**src/common/mem_copy_irq_cfg.svh**
```systemverilog
// Register map and field constants of the memory copy interrupt block
`ifndef MEM_COPY_IRQ_CFG_SVH
`define MEM_COPY_IRQ_CFG_SVH

`define ADDR_WIDTH           32
`define OFS_IRQ_ENABLE_SET   32'h40028008
`define OFS_IRQ_ENABLE_CLEAR 32'h4002800C
`define OFS_IRQ_ENABLE_STATE 32'h40028010
`define OFS_TRANSFER_STATUS  32'h40028014
`define BIT_END_OF_TRANSFER  0
`define BIT_BUFFER_FULL      1
`define EVENT_COUNT          2
`define ENABLE_RESET         2'h0

`endif

```
**src/common/mem_copy_irq_pkg.sv**
```systemverilog
// Types shared by the memory copy interrupt block
package mem_copy_irq_pkg;
    typedef logic [1:0]  event_vec_type;
    typedef logic [31:0] word_type;
endpackage

```
**src/hdl/mem_copy_irq_regs.sv**
```systemverilog
// Interrupt enable, mask and status registers of the memory copy helper
//
// Local design decision: the APB register port.
`timescale 1ns/10ps
`include "mem_copy_irq_cfg.svh"

module mem_copy_irq_regs #(
    parameter int EVENT_COUNT = `EVENT_COUNT,
    parameter int ADDR_WIDTH  = `ADDR_WIDTH,
    parameter int DATA_WIDTH  = 32
) (
    input  wire logic        CLK_IN,
    input  wire logic        NRST_IN,
    input  wire logic        PSEL_IN,
    input  wire logic        PENABLE_IN,
    input  wire logic        PWRITE_IN,
    input  wire logic [31:0] PADDR_IN,
    input  wire logic [31:0] PWDATA_IN,
    output logic      [31:0] PRDATA_OUT,
    output logic             PREADY_OUT,
    output logic             PSLVERR_OUT,
    input  wire logic        END_OF_TRANSFER_IN,
    input  wire logic        BUFFER_FULL_IN,
    output logic             IRQ_OUT,
    output logic             COPY_DONE_OUT
);

    ////////////////////////////////////////////////////////////////////////
    // Status inputs come from the DMA channel logic, same clock: no sync
    mem_copy_irq_pkg::event_vec_type enable;
    mem_copy_irq_pkg::event_vec_type status;
    mem_copy_irq_pkg::event_vec_type next_enable;
    mem_copy_irq_pkg::word_type      next_rdata;
    logic                            wr_en;
    logic                            rd_en;
    logic                            hit_set;
    logic                            hit_clear;
    logic                            hit_state;
    logic                            hit_status;
    logic                            hit_any;
    logic                            setup_read;
    mem_copy_irq_pkg::event_vec_type set_bits;
    mem_copy_irq_pkg::event_vec_type clear_bits;

    ////////////////////////////////////////////////////////////////////////
    // Decode, ports and word type are built for two events in one 32-bit word
    if (EVENT_COUNT != 2 || ADDR_WIDTH != 32 || DATA_WIDTH != 32) begin : bad_params
        $error("only two events in one 32-bit word are supported");
    end

    // One comparator shape for every register, so all decode the full byte address
    function automatic logic addr_match(input logic [31:0] addr, input logic [31:0] ofs);
        addr_match = (addr == ofs);
    endfunction

    assign status = {BUFFER_FULL_IN, END_OF_TRANSFER_IN};

    ////////////////////////////////////////////////////////////////////////
    // Address decode
    assign wr_en      = PSEL_IN && PENABLE_IN && PWRITE_IN;
    assign rd_en      = PSEL_IN && PENABLE_IN && !PWRITE_IN;
    assign setup_read = PSEL_IN && !PENABLE_IN && !PWRITE_IN;
    assign hit_set    = addr_match(PADDR_IN, `OFS_IRQ_ENABLE_SET);
    assign hit_clear  = addr_match(PADDR_IN, `OFS_IRQ_ENABLE_CLEAR);
    assign hit_state  = addr_match(PADDR_IN, `OFS_IRQ_ENABLE_STATE);
    assign hit_status = addr_match(PADDR_IN, `OFS_TRANSFER_STATUS);
    assign hit_any    = hit_set || hit_clear || hit_state || hit_status;

    // Zero bits give all-zero masks, so a written 0 leaves the enable alone
    assign set_bits    = (wr_en && hit_set) ? PWDATA_IN[1:0] : 2'h0;
    assign clear_bits  = (wr_en && hit_clear) ? PWDATA_IN[1:0] : 2'h0;
    // Set applied after clear; APB carries one address so both never meet
    assign next_enable = (enable & ~clear_bits) | set_bits;

    // Write-only registers read as zero; upper bits always zero
    assign next_rdata = hit_state  ? {30'h0, enable} :
                        hit_status ? {30'h0, status} :
                        32'h0;

    ////////////////////////////////////////////////////////////////////////
    always_ff @(posedge CLK_IN) begin
        if (!NRST_IN) begin
            enable     <= `ENABLE_RESET;
            PRDATA_OUT <= 32'h0;
        end else begin
            enable     <= next_enable;
            PRDATA_OUT <= (PSEL_IN && !PENABLE_IN && !PWRITE_IN) ? next_rdata : 32'h0;
        end
    end

    // Zero wait states: read data is captured in the setup cycle
    assign PREADY_OUT    = 1'b1;
    // Unmapped addresses are flagged so software sees a bad pointer
    assign PSLVERR_OUT   = PSEL_IN && PENABLE_IN && !hit_any;
    assign IRQ_OUT       = |(status & enable);
    assign COPY_DONE_OUT = |status;

    ////////////////////////////////////////////////////////////////////////
    set_enables_a: assert property (@(posedge CLK_IN) disable iff (!NRST_IN)
        (wr_en && hit_set) |=> ((enable & $past(PWDATA_IN[1:0])) == $past(PWDATA_IN[1:0])))
        else $error("enable set write lost");
    clear_enables_a: assert property (@(posedge CLK_IN) disable iff (!NRST_IN)
        (wr_en && hit_clear) |=> ((enable & $past(PWDATA_IN[1:0])) == 2'h0))
        else $error("enable clear write lost");
    hold_enables_a: assert property (@(posedge CLK_IN) disable iff (!NRST_IN)
        !(wr_en && (hit_set || hit_clear)) |=> $stable(enable))
        else $error("enable changed without write");
    mask_read_a: assert property (@(posedge CLK_IN) disable iff (!NRST_IN)
        (PSEL_IN && !PENABLE_IN && !PWRITE_IN && hit_state)
        |=> (PRDATA_OUT == {30'h0, $past(enable)}))
        else $error("mask readback wrong");
    status_read_a: assert property (@(posedge CLK_IN) disable iff (!NRST_IN)
        (PSEL_IN && !PENABLE_IN && !PWRITE_IN && hit_status)
        |=> (PRDATA_OUT == {30'h0, $past(BUFFER_FULL_IN), $past(END_OF_TRANSFER_IN)}))
        else $error("status readback wrong");
    upper_zero_a: assert property (@(posedge CLK_IN) disable iff (!NRST_IN)
        PRDATA_OUT[31:2] == 30'h0)
        else $error("reserved bits not zero");
    irq_level_a: assert property (@(posedge CLK_IN) disable iff (!NRST_IN)
        IRQ_OUT == ((END_OF_TRANSFER_IN && enable[0]) || (BUFFER_FULL_IN && enable[1])))
        else $error("interrupt level wrong");
    copy_done_a: assert property (@(posedge CLK_IN) disable iff (!NRST_IN)
        COPY_DONE_OUT == (END_OF_TRANSFER_IN || BUFFER_FULL_IN))
        else $error("copy done wrong");

    ////////////////////////////////////////////////////////////////////////
    // Reset state
    reset_clears_a: assert property (@(posedge CLK_IN)
        !NRST_IN
        |=> (enable == 2'h0) && (PRDATA_OUT == 32'h0))
        else $error("reset state wrong");

    ////////////////////////////////////////////////////////////////////////
    // Per-bit set and clear
    set_eot_bit_a: assert property (@(posedge CLK_IN) disable iff (!NRST_IN)
        (wr_en && hit_set && PWDATA_IN[0])
        |=> enable[0])
        else $error("end of transfer enable not set");

    set_full_bit_a: assert property (@(posedge CLK_IN) disable iff (!NRST_IN)
        (wr_en && hit_set && PWDATA_IN[1])
        |=> enable[1])
        else $error("buffer full enable not set");

    clear_eot_bit_a: assert property (@(posedge CLK_IN) disable iff (!NRST_IN)
        (wr_en && hit_clear && PWDATA_IN[0])
        |=> !enable[0])
        else $error("end of transfer enable not cleared");

    clear_full_bit_a: assert property (@(posedge CLK_IN) disable iff (!NRST_IN)
        (wr_en && hit_clear && PWDATA_IN[1])
        |=> !enable[1])
        else $error("buffer full enable not cleared");

    // Zeros in a set or clear word must not touch the other enable
    set_zero_keep_a: assert property (@(posedge CLK_IN) disable iff (!NRST_IN)
        (wr_en && hit_set)
        |=> ((enable & ~$past(PWDATA_IN[1:0])) == ($past(enable) & ~$past(PWDATA_IN[1:0]))))
        else $error("set write disturbed other enable");

    clear_zero_keep_a: assert property (@(posedge CLK_IN) disable iff (!NRST_IN)
        (wr_en && hit_clear)
        |=> ((enable | $past(PWDATA_IN[1:0])) == ($past(enable) | $past(PWDATA_IN[1:0]))))
        else $error("clear write disturbed other enable");

    read_no_effect_a: assert property (@(posedge CLK_IN) disable iff (!NRST_IN)
        rd_en
        |=> $stable(enable))
        else $error("read changed enables");

    unmapped_write_a: assert property (@(posedge CLK_IN) disable iff (!NRST_IN)
        (wr_en && !hit_any)
        |=> $stable(enable))
        else $error("unmapped write changed enables");

    ////////////////////////////////////////////////////////////////////////
    // Read data
    mask_eot_read_a: assert property (@(posedge CLK_IN) disable iff (!NRST_IN)
        (setup_read && hit_state)
        |=> (PRDATA_OUT[0] == $past(enable[0])))
        else $error("end of transfer mask bit wrong");

    status_eot_read_a: assert property (@(posedge CLK_IN) disable iff (!NRST_IN)
        (setup_read && hit_status)
        |=> (PRDATA_OUT[0] == $past(END_OF_TRANSFER_IN)))
        else $error("end of transfer status bit wrong");

    status_full_read_a: assert property (@(posedge CLK_IN) disable iff (!NRST_IN)
        (setup_read && hit_status)
        |=> (PRDATA_OUT[1] == $past(BUFFER_FULL_IN)))
        else $error("buffer full status bit wrong");

    write_only_read_a: assert property (@(posedge CLK_IN) disable iff (!NRST_IN)
        (setup_read && (hit_set || hit_clear))
        |=> (PRDATA_OUT == 32'h0))
        else $error("write-only register read not zero");

    unmapped_read_a: assert property (@(posedge CLK_IN) disable iff (!NRST_IN)
        (setup_read && !hit_any)
        |=> (PRDATA_OUT == 32'h0))
        else $error("unmapped read not zero");

    rdata_idle_a: assert property (@(posedge CLK_IN) disable iff (!NRST_IN)
        !setup_read
        |=> (PRDATA_OUT == 32'h0))
        else $error("read data outside a read");

    ////////////////////////////////////////////////////////////////////////
    // Bus response
    ready_high_a: assert property (@(posedge CLK_IN) disable iff (!NRST_IN)
        PREADY_OUT)
        else $error("ready low");

    slverr_unmapped_a: assert property (@(posedge CLK_IN) disable iff (!NRST_IN)
        (PSEL_IN && PENABLE_IN && !hit_any)
        |-> PSLVERR_OUT)
        else $error("unmapped access not flagged");

    slverr_mapped_a: assert property (@(posedge CLK_IN) disable iff (!NRST_IN)
        (PSEL_IN && PENABLE_IN && hit_any)
        |-> !PSLVERR_OUT)
        else $error("mapped access flagged");

    slverr_idle_a: assert property (@(posedge CLK_IN) disable iff (!NRST_IN)
        !(PSEL_IN && PENABLE_IN)
        |-> !PSLVERR_OUT)
        else $error("error outside access phase");

    ////////////////////////////////////////////////////////////////////////
    // Interrupt and completion levels
    irq_needs_enable_a: assert property (@(posedge CLK_IN) disable iff (!NRST_IN)
        (enable == 2'h0)
        |-> !IRQ_OUT)
        else $error("interrupt without enable");

    irq_needs_status_a: assert property (@(posedge CLK_IN) disable iff (!NRST_IN)
        !(END_OF_TRANSFER_IN || BUFFER_FULL_IN)
        |-> !IRQ_OUT)
        else $error("interrupt without status");

    irq_eot_a: assert property (@(posedge CLK_IN) disable iff (!NRST_IN)
        (END_OF_TRANSFER_IN && enable[0])
        |-> IRQ_OUT)
        else $error("end of transfer interrupt missing");

    irq_full_a: assert property (@(posedge CLK_IN) disable iff (!NRST_IN)
        (BUFFER_FULL_IN && enable[1])
        |-> IRQ_OUT)
        else $error("buffer full interrupt missing");

    done_eot_a: assert property (@(posedge CLK_IN) disable iff (!NRST_IN)
        END_OF_TRANSFER_IN
        |-> COPY_DONE_OUT)
        else $error("copy done missing on end of transfer");

    done_full_a: assert property (@(posedge CLK_IN) disable iff (!NRST_IN)
        BUFFER_FULL_IN
        |-> COPY_DONE_OUT)
        else $error("copy done missing on buffer full");

    done_idle_a: assert property (@(posedge CLK_IN) disable iff (!NRST_IN)
        !(END_OF_TRANSFER_IN || BUFFER_FULL_IN)
        |-> !COPY_DONE_OUT)
        else $error("copy done without status");

endmodule

```
**config.mk**
```make
export PLATFORM = sky130hd
export DESIGN_NAME = mem_copy_irq_regs
export DESIGN_NICKNAME = d
export VERILOG_FILES = /design/src/common/mem_copy_irq_pkg.sv /design/src/hdl/mem_copy_irq_regs.sv
export VERILOG_INCLUDE_DIRS = /design/src /design/src/common
export SDC_FILE = /design/constraint.sdc
export NUM_CORES = 1
export LEC_CHECK = 0
export BUFFER_PORTS_ARGS = -buffer_cell sky130_fd_sc_hd__buf_2
export CAP_MARGIN = 10
export CORE_MARGIN = 4
export CORE_UTILIZATION = 27
export DETAILED_ROUTE_END_ITERATION = 16
export GPL_TIMING_DRIVEN = 0
export PLACE_DENSITY = 0.85
export SYNTH_ARGS = -nofsm -noshare
export SYNTH_HDL_FRONTEND = slang
export SYNTH_SLANG_ARGS = --single-unit
```
**constraint.sdc**
```tcl
create_clock -name CLK_IN -period 2.03 [get_ports CLK_IN]
set_input_delay 0.203 -clock CLK_IN [delete_from_list [all_inputs] [get_ports CLK_IN]]
set_output_delay 0.203 -clock CLK_IN [all_outputs]
set_load 0.03 [all_outputs]
```
==> reports/metrics.cfg, run 1 <==
[worst_setup_path]
crit_arrival_ns = 1.35
crit_fanout = 4
critPathMostFrequentCell = buf_2
critPathCaptureType = output port
setup.worst_path.class = input pin to output port
crit_chain = buf_2 -> nor4_1 -> nand4_1 -> o311a_1 -> buf_2
crit_required_ns = 1.83
r2r-end = PRDATA_OUT[1]
cp_slowest_cell = o311a_1
r2r_slack_ns = 1.34
reg2reg_depth = 2
critPathBufInv = 2
critPathTopFamily = simple AND/OR/NAND/NOR gates
startpoint_type = input pin
cpPeakStageDelay_ns = 0.37
timing.rr.start = enable[1]

[clocking]
clk_latency_ns = 0.23
cts_root_buf = clkbuf_4
clk_pin_slew_ns = 0.03
clock-sinks = 4
cts_hold_buf = 0
cts.path.max_buffers = 2
cts_max_level = 1
cts_setup_buffers = 0
numCtsBuffers = 3
cts_tree = yes
ctsResizeCount = 0

[timing]
skew_ns = 0.00328
finalSetupTns_ns = 0
finalHoldViolations = 0
whs_ns = 0.257
final_max_slew_viol_count = 0
rsz0062_at_grt = false
min_period_ns = 1.56
fmax_ghz = 0.642
finalCritPeriodShare_pct = 76.7
setup_viol = 0

[layout]
fill_cells = 222
fin_nets = 219
num_antenna_cells = 0
final_cell_mix = 45 x buf_2, 31 x buf_4, 31 x conb_1, 7 x nor4_1
drive_above_1_share_pct = 56.2
mostFrequentLayoutCell = buf_2
area_delta_synth_final_pct = 70.3

[hold_path]
holdPathStages = 3
min_from = NRST_IN
min_to = enable[0]
hold_path_class = input pin to flop

[drt]
detail-route-antenna-nets = 0
drc = 0
wl_per_cell_um = 8.66
vias = 621
drt_iter0_markers = 1
via_per_inst = 3.59
wirelength_um = 1500
drt_pass1_iterations = 2

[global_route]
grt_overflow_total = 0
antenna_found_initial = 0
grt_pass1_vias = 514
grt_usage_pct = 9.58
grt_pass1_wl_um = 2010
grt_max_degree = 5

[floorplan]
die_y_um = 53.4
start_util_pct = 28.3
dieArea_um2 = 2850
io_pins = 107
die_w_um = 53.4
num_rows = 16
core-area_um2 = 1960

[logic_synthesis]
syn-cell-area_um2 = 556
yosysWarnings = 0
synth_top_area_share_pct = 41.9
synth-edff-count = 0
ys_seq_area_share_pct = 14.4
synth_flop_cell = dfxtp_1
synth_area_leader_cell = buf_4
ys_seq_elements = 4
synthArstFlopShare_pct = 0
synthTopCellsByArea = buf_4 42%, dfxtp_1 14%, nor4_1 7.9%
syn_inst = 69
synth.distinct_cells = 20
syn_avg_cell_area_um2 = 8.05

[placement]
dpl.hpwl_um = 1420
place_congestion = 0.703
port-buffer-count = 45

[power_and_ir_drop]
p_leak_nw = 0.555
p_per_area_nw_per_um2 = 384
ir_drop_uv = 199

[job]
cap_violations = 0

[outcome]
status = complete, no violations

==> power breakdown <==
| group | total (mW) | leakage [nW] | switching [mW] | internal [mW] |
|---|---|---|---|---|
| Clock | 0.0959 | 0.0138 | 0.0300 | 0.0659 |
| Combinational | 0.188 | 0.509 | 0.109 | 0.0787 |
| Sequential | 0.0791 | 0.0322 | 0.00000000000139 | 0.0791 |
| Total | 0.363 | 0.555 | 0.139 | 0.224 |
==> cell usage after synthesis (2+ instances only) <==
master and n:
conb_1 2, nor4b_2 2, nand2_1 2, dfxtp_1 4, nand4_1 3, inv_1 2, nand2b_1 2, nor4_1 7
mux2i_1 4, buf_4 31
==> tightest hold or removal path: stages <==
cell	delay [ns]
buf_2	0.12
nand2_1	0.06
mux2i_1	0.05
==> area by class of cell <==
| type | count | area (um^2) | share of cell area (%) |
|---|---|---|---|
| Clock buffer | 3 | 22.5 | 2.38 |
| Timing Repair Buffer | 45 | 225 | 23.8 |
| Buffer | 31 | 233 | 24.6 |
| Sequential cell | 4 | 80.1 | 8.47 |
| Inverter | 2 | 7.51 | 0.794 |
| Tap cell | 27 | 33.8 | 3.57 |
| Multi-Input combinational cell | 61 | 344 | 36.4 |
==> state kept, by name, summed over array words and instances, names as in the netlist <==
register    cells
PRDATA_OUT      2
enable          2
==> logic make-up (layout without fill, tap and decap cells) <==
logic type	count (synthesis)	after routing	synth area share (%)
flops	4	4	14.4
simple gates	23	23	28.8
buf+inv	33	81	43.2
mux	4	4	7.21
xor+xnor	1	1	1.58
other cells	2	31	1.35
compound gates	2	2	3.38
==> worst max path at each step <==
stage,from,endpoint,slack (ns),cells past startpoint
2_1_floorplan,PADDR_IN[5],PSLVERR_OUT,0.71,3
3_3_place_gp,PADDR_IN[16],PSLVERR_OUT,0.48,5
3_5_place_dp,PADDR_IN[26],PSLVERR_OUT,0.48,5
4_1_cts,PADDR_IN[10],PSLVERR_OUT,0.48,5
5_1_grt,PADDR_IN[10],PSLVERR_OUT,0.35,5
6_report,PADDR_IN[10],PSLVERR_OUT,0.47,5
==> stage by stage <==
step / util, % / instances / setup WS, ns / power [mW] / area, um^2
6_report: 48.2 / 173 / 0.474 / 0.363 / 946
5_1_grt: 48.2 / 173 / 0.355 / 0.386 / 946
4_1_cts: 48.2 / 173 / 0.480 / 0.368 / 946
3_5_place_dp: 47.1 / 170 / 0.485 / 0.266 / 923
3_3_place_gp: 47.1 / 170 / 0.481 / 0.265 / 923
2_1_floorplan: - / 98 / 0.708 / 0.220 / 664
==> per-layer routing <==
metal | wire (um) | vias to the layer above | global-route usage, %
met5 | 0 | - | 0
met4 | 0 | 0 | 2.55
met3 | 231 | 0 | 3.94
met2 | 813 | 35 | 19.6
met1 | 455 | 251 | 8.15
li1 | - | 335 | -
(Power assumes the default switching activity.)
==> run 2, diff against run 1 <==
--- a/config.mk
+++ b/config.mk
@@ -6,13 +6,14 @@
 export SDC_FILE = /design/constraint.sdc
 export NUM_CORES = 1
 export LEC_CHECK = 0
+export ABC_AREA = 1
 export BUFFER_PORTS_ARGS = -buffer_cell sky130_fd_sc_hd__buf_2
 export CAP_MARGIN = 10
 export CORE_MARGIN = 4
-export CORE_UTILIZATION = 27
+export CORE_UTILIZATION = 28
 export DETAILED_ROUTE_END_ITERATION = 16
 export GPL_TIMING_DRIVEN = 0
-export PLACE_DENSITY = 0.85
+export PLACE_DENSITY = 0.79
 export SYNTH_ARGS = -nofsm -noshare
 export SYNTH_HDL_FRONTEND = slang
 export SYNTH_SLANG_ARGS = --single-unit
==> constraint.sdc (replaced) <==
create_clock -name CLK_IN -period 1.6 [get_ports CLK_IN]
set_input_delay 0.16 -clock CLK_IN [delete_from_list [all_inputs] [get_ports CLK_IN]]
set_output_delay 0.16 -clock CLK_IN [all_outputs]
set_load 0.03 [all_outputs]
==> run 2 against run 1 <==
Net effect:
- non-clock buffer count did not move
- register-to-register slack lost 0.41 ns
- clock-buffer cell count unchanged
- highest routed layer is now met4
- critical endpoint unchanged
- largest power group unchanged
- worst setup slack got worse by 0.11 ns
- area after synthesis grew 23%
- design area grew 13%
==> reports/metrics.cfg, run 2 <==
[outcome]
status = complete, no violations

[job]
cap_violations = 0  ; unchanged

[global_route]
antenna_found_initial = 0  ; unchanged
grt_usage_pct = 9.82  ; +0.25 points
grt_overflow_total = 0  ; unchanged
grt_pass1_vias = 741  ; +44%
grt_pass1_wl_um = 2660  ; +32%
grt_max_degree = 5  ; unchanged

[clocking]
cts_setup_buffers = 0  ; unchanged
ctsResizeCount = 0  ; unchanged
cts_tree = yes
cts.path.max_buffers = 2  ; unchanged
cts_max_level = 1  ; unchanged
clock-sinks = 4  ; unchanged
clk_latency_ns = 0.23  ; about the same
cts_root_buf = clkbuf_4
clk_pin_slew_ns = 0.04  ; about the same
cts_hold_buf = 0  ; unchanged
numCtsBuffers = 3  ; unchanged

[placement]
dpl.hpwl_um = 1650  ; +16%
port-buffer-count = 45  ; unchanged
place_area_um2 = 1050  ; +14%
dp_cells = 217  ; +28%
place_congestion = 0.727  ; +3.5%

[worst_setup_path]
cpPeakStageDelay_ns = 0.17  ; -0.20 ns
timing.rr.start = enable[0]
crit_chain = buf_2 -> nor2_1 -> nand2_1 -> nor2_1 -> nand2_1 -> a21oi_1 -> nor3_1 -> buf_2
setup.worst_path.class = input pin to output port
critPathBufInv = 2  ; unchanged
cp_slowest_cell = buf_2
crit_start = PADDR_IN[27]
critPathCaptureType = output port
crit_required_ns = 1.44  ; -0.39 ns
startpoint_type = input pin
crit_fanout = 3  ; -1
critPathTopFamily = simple AND/OR/NAND/NOR gates
crit_arrival_ns = 1.07  ; -0.28 ns

[timing]
final_max_slew_viol_count = 0  ; unchanged
min_period_ns = 1.23
setup_viol = 0  ; unchanged
finalSetupTns_ns = 0  ; unchanged
finalHoldViolations = 0  ; unchanged
rsz0062_at_grt = false
finalCritPeriodShare_pct = 77.0
fmax_ghz = 0.812
skew_ns = 0.0000343  ; -0.00325 ns

[logic_synthesis]
synthTopCellsByArea = buf_4 34%, nor2_1 13%, dfxtp_1 12%
synth_top_area_share_pct = 34.1  ; -7.8 points
synth-edff-count = 0  ; unchanged
syn_avg_cell_area_um2 = 5.93  ; -26%
synthTopCellsByCount = 31 x buf_4, 24 x nor2_1, 20 x nand2_1
synth.distinct_cells = 15  ; -25%
ys_seq_elements = 4  ; unchanged
syn-cell-area_um2 = 682  ; +23%
ys_seq_area_share_pct = 11.7  ; -2.7 points
synthArstFlopShare_pct = 0  ; unchanged
synth_flop_cell = dfxtp_1
synth_area_leader_cell = buf_4
yosysWarnings = 0  ; unchanged
synth_most_common_cell = buf_4
syn_inst = 115  ; +67%

[drt]
drc = 0  ; unchanged
via_per_inst = 3.64  ; +1.4%
drt_pass1_iterations = 3  ; +1
wirelength_um = 1720  ; +15%
detail-route-antenna-nets = 0  ; unchanged
wl_per_cell_um = 7.83  ; -9.7%
vias = 801  ; +29%
drt_iter0_markers = 16  ; +15

[floorplan]
die_y_um = 57.4  ; +7.5%
die_w_um = 57.4  ; +7.5%
io_pins = 107  ; unchanged
core-area_um2 = 2250  ; +15%
dieArea_um2 = 3290  ; +16%
start_util_pct = 30.2  ; +1.9 points
num_rows = 17  ; +1

[layout]
reg_top3 = PRDATA_OUT (2), enable (2)
mostFrequentLayoutCell = buf_2
final_cell_mix = 45 x buf_2, 31 x buf_4, 31 x conb_1, 24 x nor2_1, 20 x nand2_1
num_antenna_cells = 0  ; unchanged
final_area_um2 = 1070  ; +13%
drive_above_1_share_pct = 45.3  ; -11 points
fin_nets = 265  ; +21%
instances_no_fill = 220  ; +27%
area_delta_synth_final_pct = 57.4

[power_and_ir_drop]
ir_drop_uv = 278  ; +40%
p_per_area_nw_per_um2 = 445  ; +16%
p_leak_nw = 0.612  ; +10%

[hold_path]
min_from = NRST_IN
hold_path_class = input pin to flop

-- run 2: changes by cell type after synthesis, sizes merged, moves of 3 or more --
cell   delta
a21oi     +5
inv       +6
mux2i     -4
nand2    +20
nand3    +10
nand4     -3
nor2     +28
nor4      -7
nor4b     -3
-- run 2: power breakdown --
part	total, mW	internal, mW	switching [mW]
clock network	0.126	0.0840	0.0423
logic	0.251	0.100	0.151
registers	0.100	0.100	0.00000000000249
total	0.477	0.284	0.193
-- run 2: path summary, 6_finish.rpt --
check | end | slack [ns] | cells past startpoint
max reg2reg | PRDATA_OUT[0] | 0.93 | 2
min | enable[1] | 0.18 | 3
max | PSLVERR_OUT | 0.37 | 8
min reg2reg | enable[1] | 0.49 | 2
-- run 2: per-layer routing --
layer  global-route usage (%)  vias up  part of all wire, %
met1                     10.1      312                   35
met5                        0        -                    0
met3                     1.36        4                   11
met4                     6.95        0                  1.6
li1                         -      447                    -
met2                     17.9       38                   53
-- run 2: area by class of cell --
class / instances / area, um^2
flip-flops and latches: 4 / 80.1
clock buffers: 3 / 22.5
fillers: 240 / 1180
inverters: 8 / 30.0
well taps: 28 / 35.0
repair buffers: 45 / 225
multi-input cells: 101 / 448
plain buffers: 31 / 233
-- run 2: worst register-to-register path, delay by kind of cell, from the launching register on --
family,cells,cell delay [ns]
AOI/OAI and AO/OA,1,0.15
and+or+nand+nor,1,0.09
DFF,1,0.35
-- run 2: metrics by stage --
step | worst slack (ns) | total power, mW | hold slack [ns] | utilization (%)
final | 0.368 | 0.477 | 0.177 | 47.6
after global routing | 0.195 | 0.507 | 0.185 | 47.6
after CTS | 0.365 | 0.478 | 0.177 | 47.6
after detailed placement | 0.372 | 0.350 | 0.423 | 46.6
after global placement | 0.368 | 0.348 | 0.419 | 46.6
after floorplan | 0.264 | 0.290 | 0.292 | -
-- run 2: cells by family after synthesis --
group                  after synthesis  share of synthesized area [%]
DFF                                  4                           11.7
and+or+nand+nor                     64                           43.7
other                                2                           1.10
buffers and inverters               39                           38.5
AOI/OAI and AO/OA                    6                           4.95
==> run 3, diff against run 2 <==
==> constraint.sdc (replaced) <==
create_clock -name CLK_IN -period 1.2 [get_ports CLK_IN]
set_input_delay 0.12 -clock CLK_IN [delete_from_list [all_inputs] [get_ports CLK_IN]]
set_output_delay 0.12 -clock CLK_IN [all_outputs]
set_load 0.03 [all_outputs]
==> run 3 against run 2 <==
Net effect:
- hold slack worse by 0.049 ns
- non-clock buffer count stayed put
- critical path depth stayed put
- combinational power is 35% higher
- wire length is 1.1% lower
- design area is 1.7% higher
- worst setup slack worse by 0.29 ns
- critical endpoint unchanged
- highest routed layer is now met3
==> reports/metrics.cfg, run 3 (synthesized netlist as in run 2, its figures left out) <==
[timing]
finalHoldViolations = 0  ; unchanged
rsz0062_at_grt = false
final_max_slew_viol_count = 0  ; unchanged
finalSetupTns_ns = 0  ; unchanged
fmax_ghz = 0.895
finalCritPeriodShare_pct = 93.1
skew_ns = 0.000985  ; +0.000951 ns
setup_viol = 0  ; unchanged
min_period_ns = 1.12

[clocking]
clk_latency_ns = 0.24  ; about the same
clk_pin_slew_ns = 0.04  ; about the same
cts_root_buf = clkbuf_4
cts_max_level = 1  ; unchanged
cts.path.max_buffers = 2  ; unchanged
cts_tree = yes
numCtsBuffers = 3  ; unchanged
clock-sinks = 4  ; unchanged

[layout]
final_cell_mix = 45 x buf_2, 31 x buf_4, 31 x conb_1, 21 x nor2_1, 19 x nand2_1
reg_top3 = PRDATA_OUT (2), enable (2)
area_delta_synth_final_pct = 60.2
fill_cells = 265  ; +10%
mostFrequentLayoutCell = buf_2
final_util_pct = 48.4  ; +0.83 points
multi_input_area_um2 = 467  ; +4.2%
drive_above_1_share_pct = 48.4  ; +3.1 points
num_antenna_cells = 0  ; unchanged
instances_no_fill = 220  ; unchanged
final_area_um2 = 1090  ; +1.7%
fin_nets = 265  ; unchanged
register_area_um2 = 80.1  ; unchanged

[floorplan]
start_util_pct = 30.2  ; unchanged
die_w_um = 57.4  ; unchanged
num_rows = 17  ; unchanged
core-area_um2 = 2250  ; unchanged
dieArea_um2 = 3290  ; unchanged
die_y_um = 57.4  ; unchanged
io_pins = 107  ; unchanged

[power_and_ir_drop]
ir_drop_uv = 317  ; +14%
power.total_mw = 0.644  ; +35%
p_per_area_nw_per_um2 = 590  ; +33%
p_leak_nw = 0.614  ; +0.23%

[job]
cap_violations = 0  ; unchanged

[outcome]
status = complete, no violations

[worst_setup_path]
startpoint_type = input pin
r2r_slack_ns = 0.52  ; -0.41 ns
crit_chain = buf_2 -> nor2_1 -> nand2_1 -> nor2_4 -> nand2_2 -> a21oi_2 -> nor3_2 -> buf_2
cpPeakStageDelay_ns = 0.17  ; about the same
reg2reg_depth = 2  ; unchanged
r2r-end = PRDATA_OUT[1]
critPathMostFrequentCell = buf_2
timing.rr.start = enable[1]
crit_required_ns = 1.08  ; -0.36 ns
setup.worst_path.class = input pin to output port
crit_fanout = 3  ; unchanged
cp_slowest_cell = buf_2
crit_arrival_ns = 1.00  ; -0.07 ns
critPathCaptureType = output port

[global_route]
grt_usage_pct = 9.03  ; -0.79 points
grt_pass1_wl_um = 2400  ; -9.6%
grt_max_degree = 5  ; unchanged
grt_overflow_total = 0  ; unchanged
grt_pass1_vias = 672  ; -9.3%
antenna_found_initial = 0  ; unchanged

[drt]
detail-route-antenna-nets = 0  ; unchanged
wl_per_cell_um = 7.74  ; -1.1%
drt_iter0_markers = 12  ; -4
wirelength_um = 1700  ; -1.1%
drt_pass1_iterations = 4  ; +1
vias = 793  ; -1.0%
drc = 0  ; unchanged
via_per_inst = 3.60  ; -1.0%

[placement]
place_congestion = 0.703  ; -3.4%
port-buffer-count = 45  ; unchanged
dp_cells = 217  ; unchanged
dpl.hpwl_um = 1530  ; -7.4%
place_area_um2 = 1060  ; +0.48%

[hold_path]
min_from = NRST_IN
hold_path_class = input pin to flop
holdPathStages = 3  ; unchanged
min_to = enable[1]

==> run 3: worst max-delay path: cells and delay by family <==
| family | cells | cell delay (ns) |
|---|---|---|
| AND/OR/NAND/NOR | 5 | 0.44 |
| buffers and inverters | 2 | 0.26 |
| AO/OA/AOI/OAI | 1 | 0.16 |
==> run 3: worst max-delay path by stage <==
stage / start / to / slack [ns]
after floorplan: PADDR_IN[30] / PSLVERR_OUT / 0.19
after global placement: PADDR_IN[27] / PSLVERR_OUT / 0.03
after detailed placement: PADDR_IN[25] / PSLVERR_OUT / 0.04
after CTS: PADDR_IN[27] / PSLVERR_OUT / 0.03
after global routing: PADDR_IN[19] / PSLVERR_OUT / 0.0008
final: PADDR_IN[11] / PSLVERR_OUT / 0.08
==> run 3: area by class of cell <==
class | count | share of cell area, %
flip-flops and latches | 4 | 7.33
clock buffers | 3 | 2.06
inverters | 8 | 2.75
repair buffers | 45 | 20.6
multi-input cells | 101 | 42.7
plain buffers | 31 | 21.3
well taps | 28 | 3.21
==> run 3: routing by layer <==
layer	GRT usage, %	routed length (um)
met5	0	0
met4	5.96	0
met3	0.905	211
met2	16.5	881
met1	9.69	610
==> run 3: report_power, final <==
group          leakage (nW)  internal [mW]    switching [mW]
Combinational         0.568          0.135             0.204
Sequential           0.0322          0.134  0.00000000000334
Clock                0.0138          0.112            0.0594
==> run 3: through the flow <==
stage | setup WS [ns] | hold slack [ns]
finish | 0.0827 | 0.129
global route | 0.000821 | 0.146
floorplan | 0.189 | 0.252
CTS | 0.0347 | 0.123
global placement | 0.0318 | 0.375
detailed placement | 0.0385 | 0.376
==> run 3: timing repair <==
action,4_1_cts,5_1_grt
endpoints found under the setup margin,0,1
buffers inserted,0,0
hold buffers,0,0
resized for setup,0,5
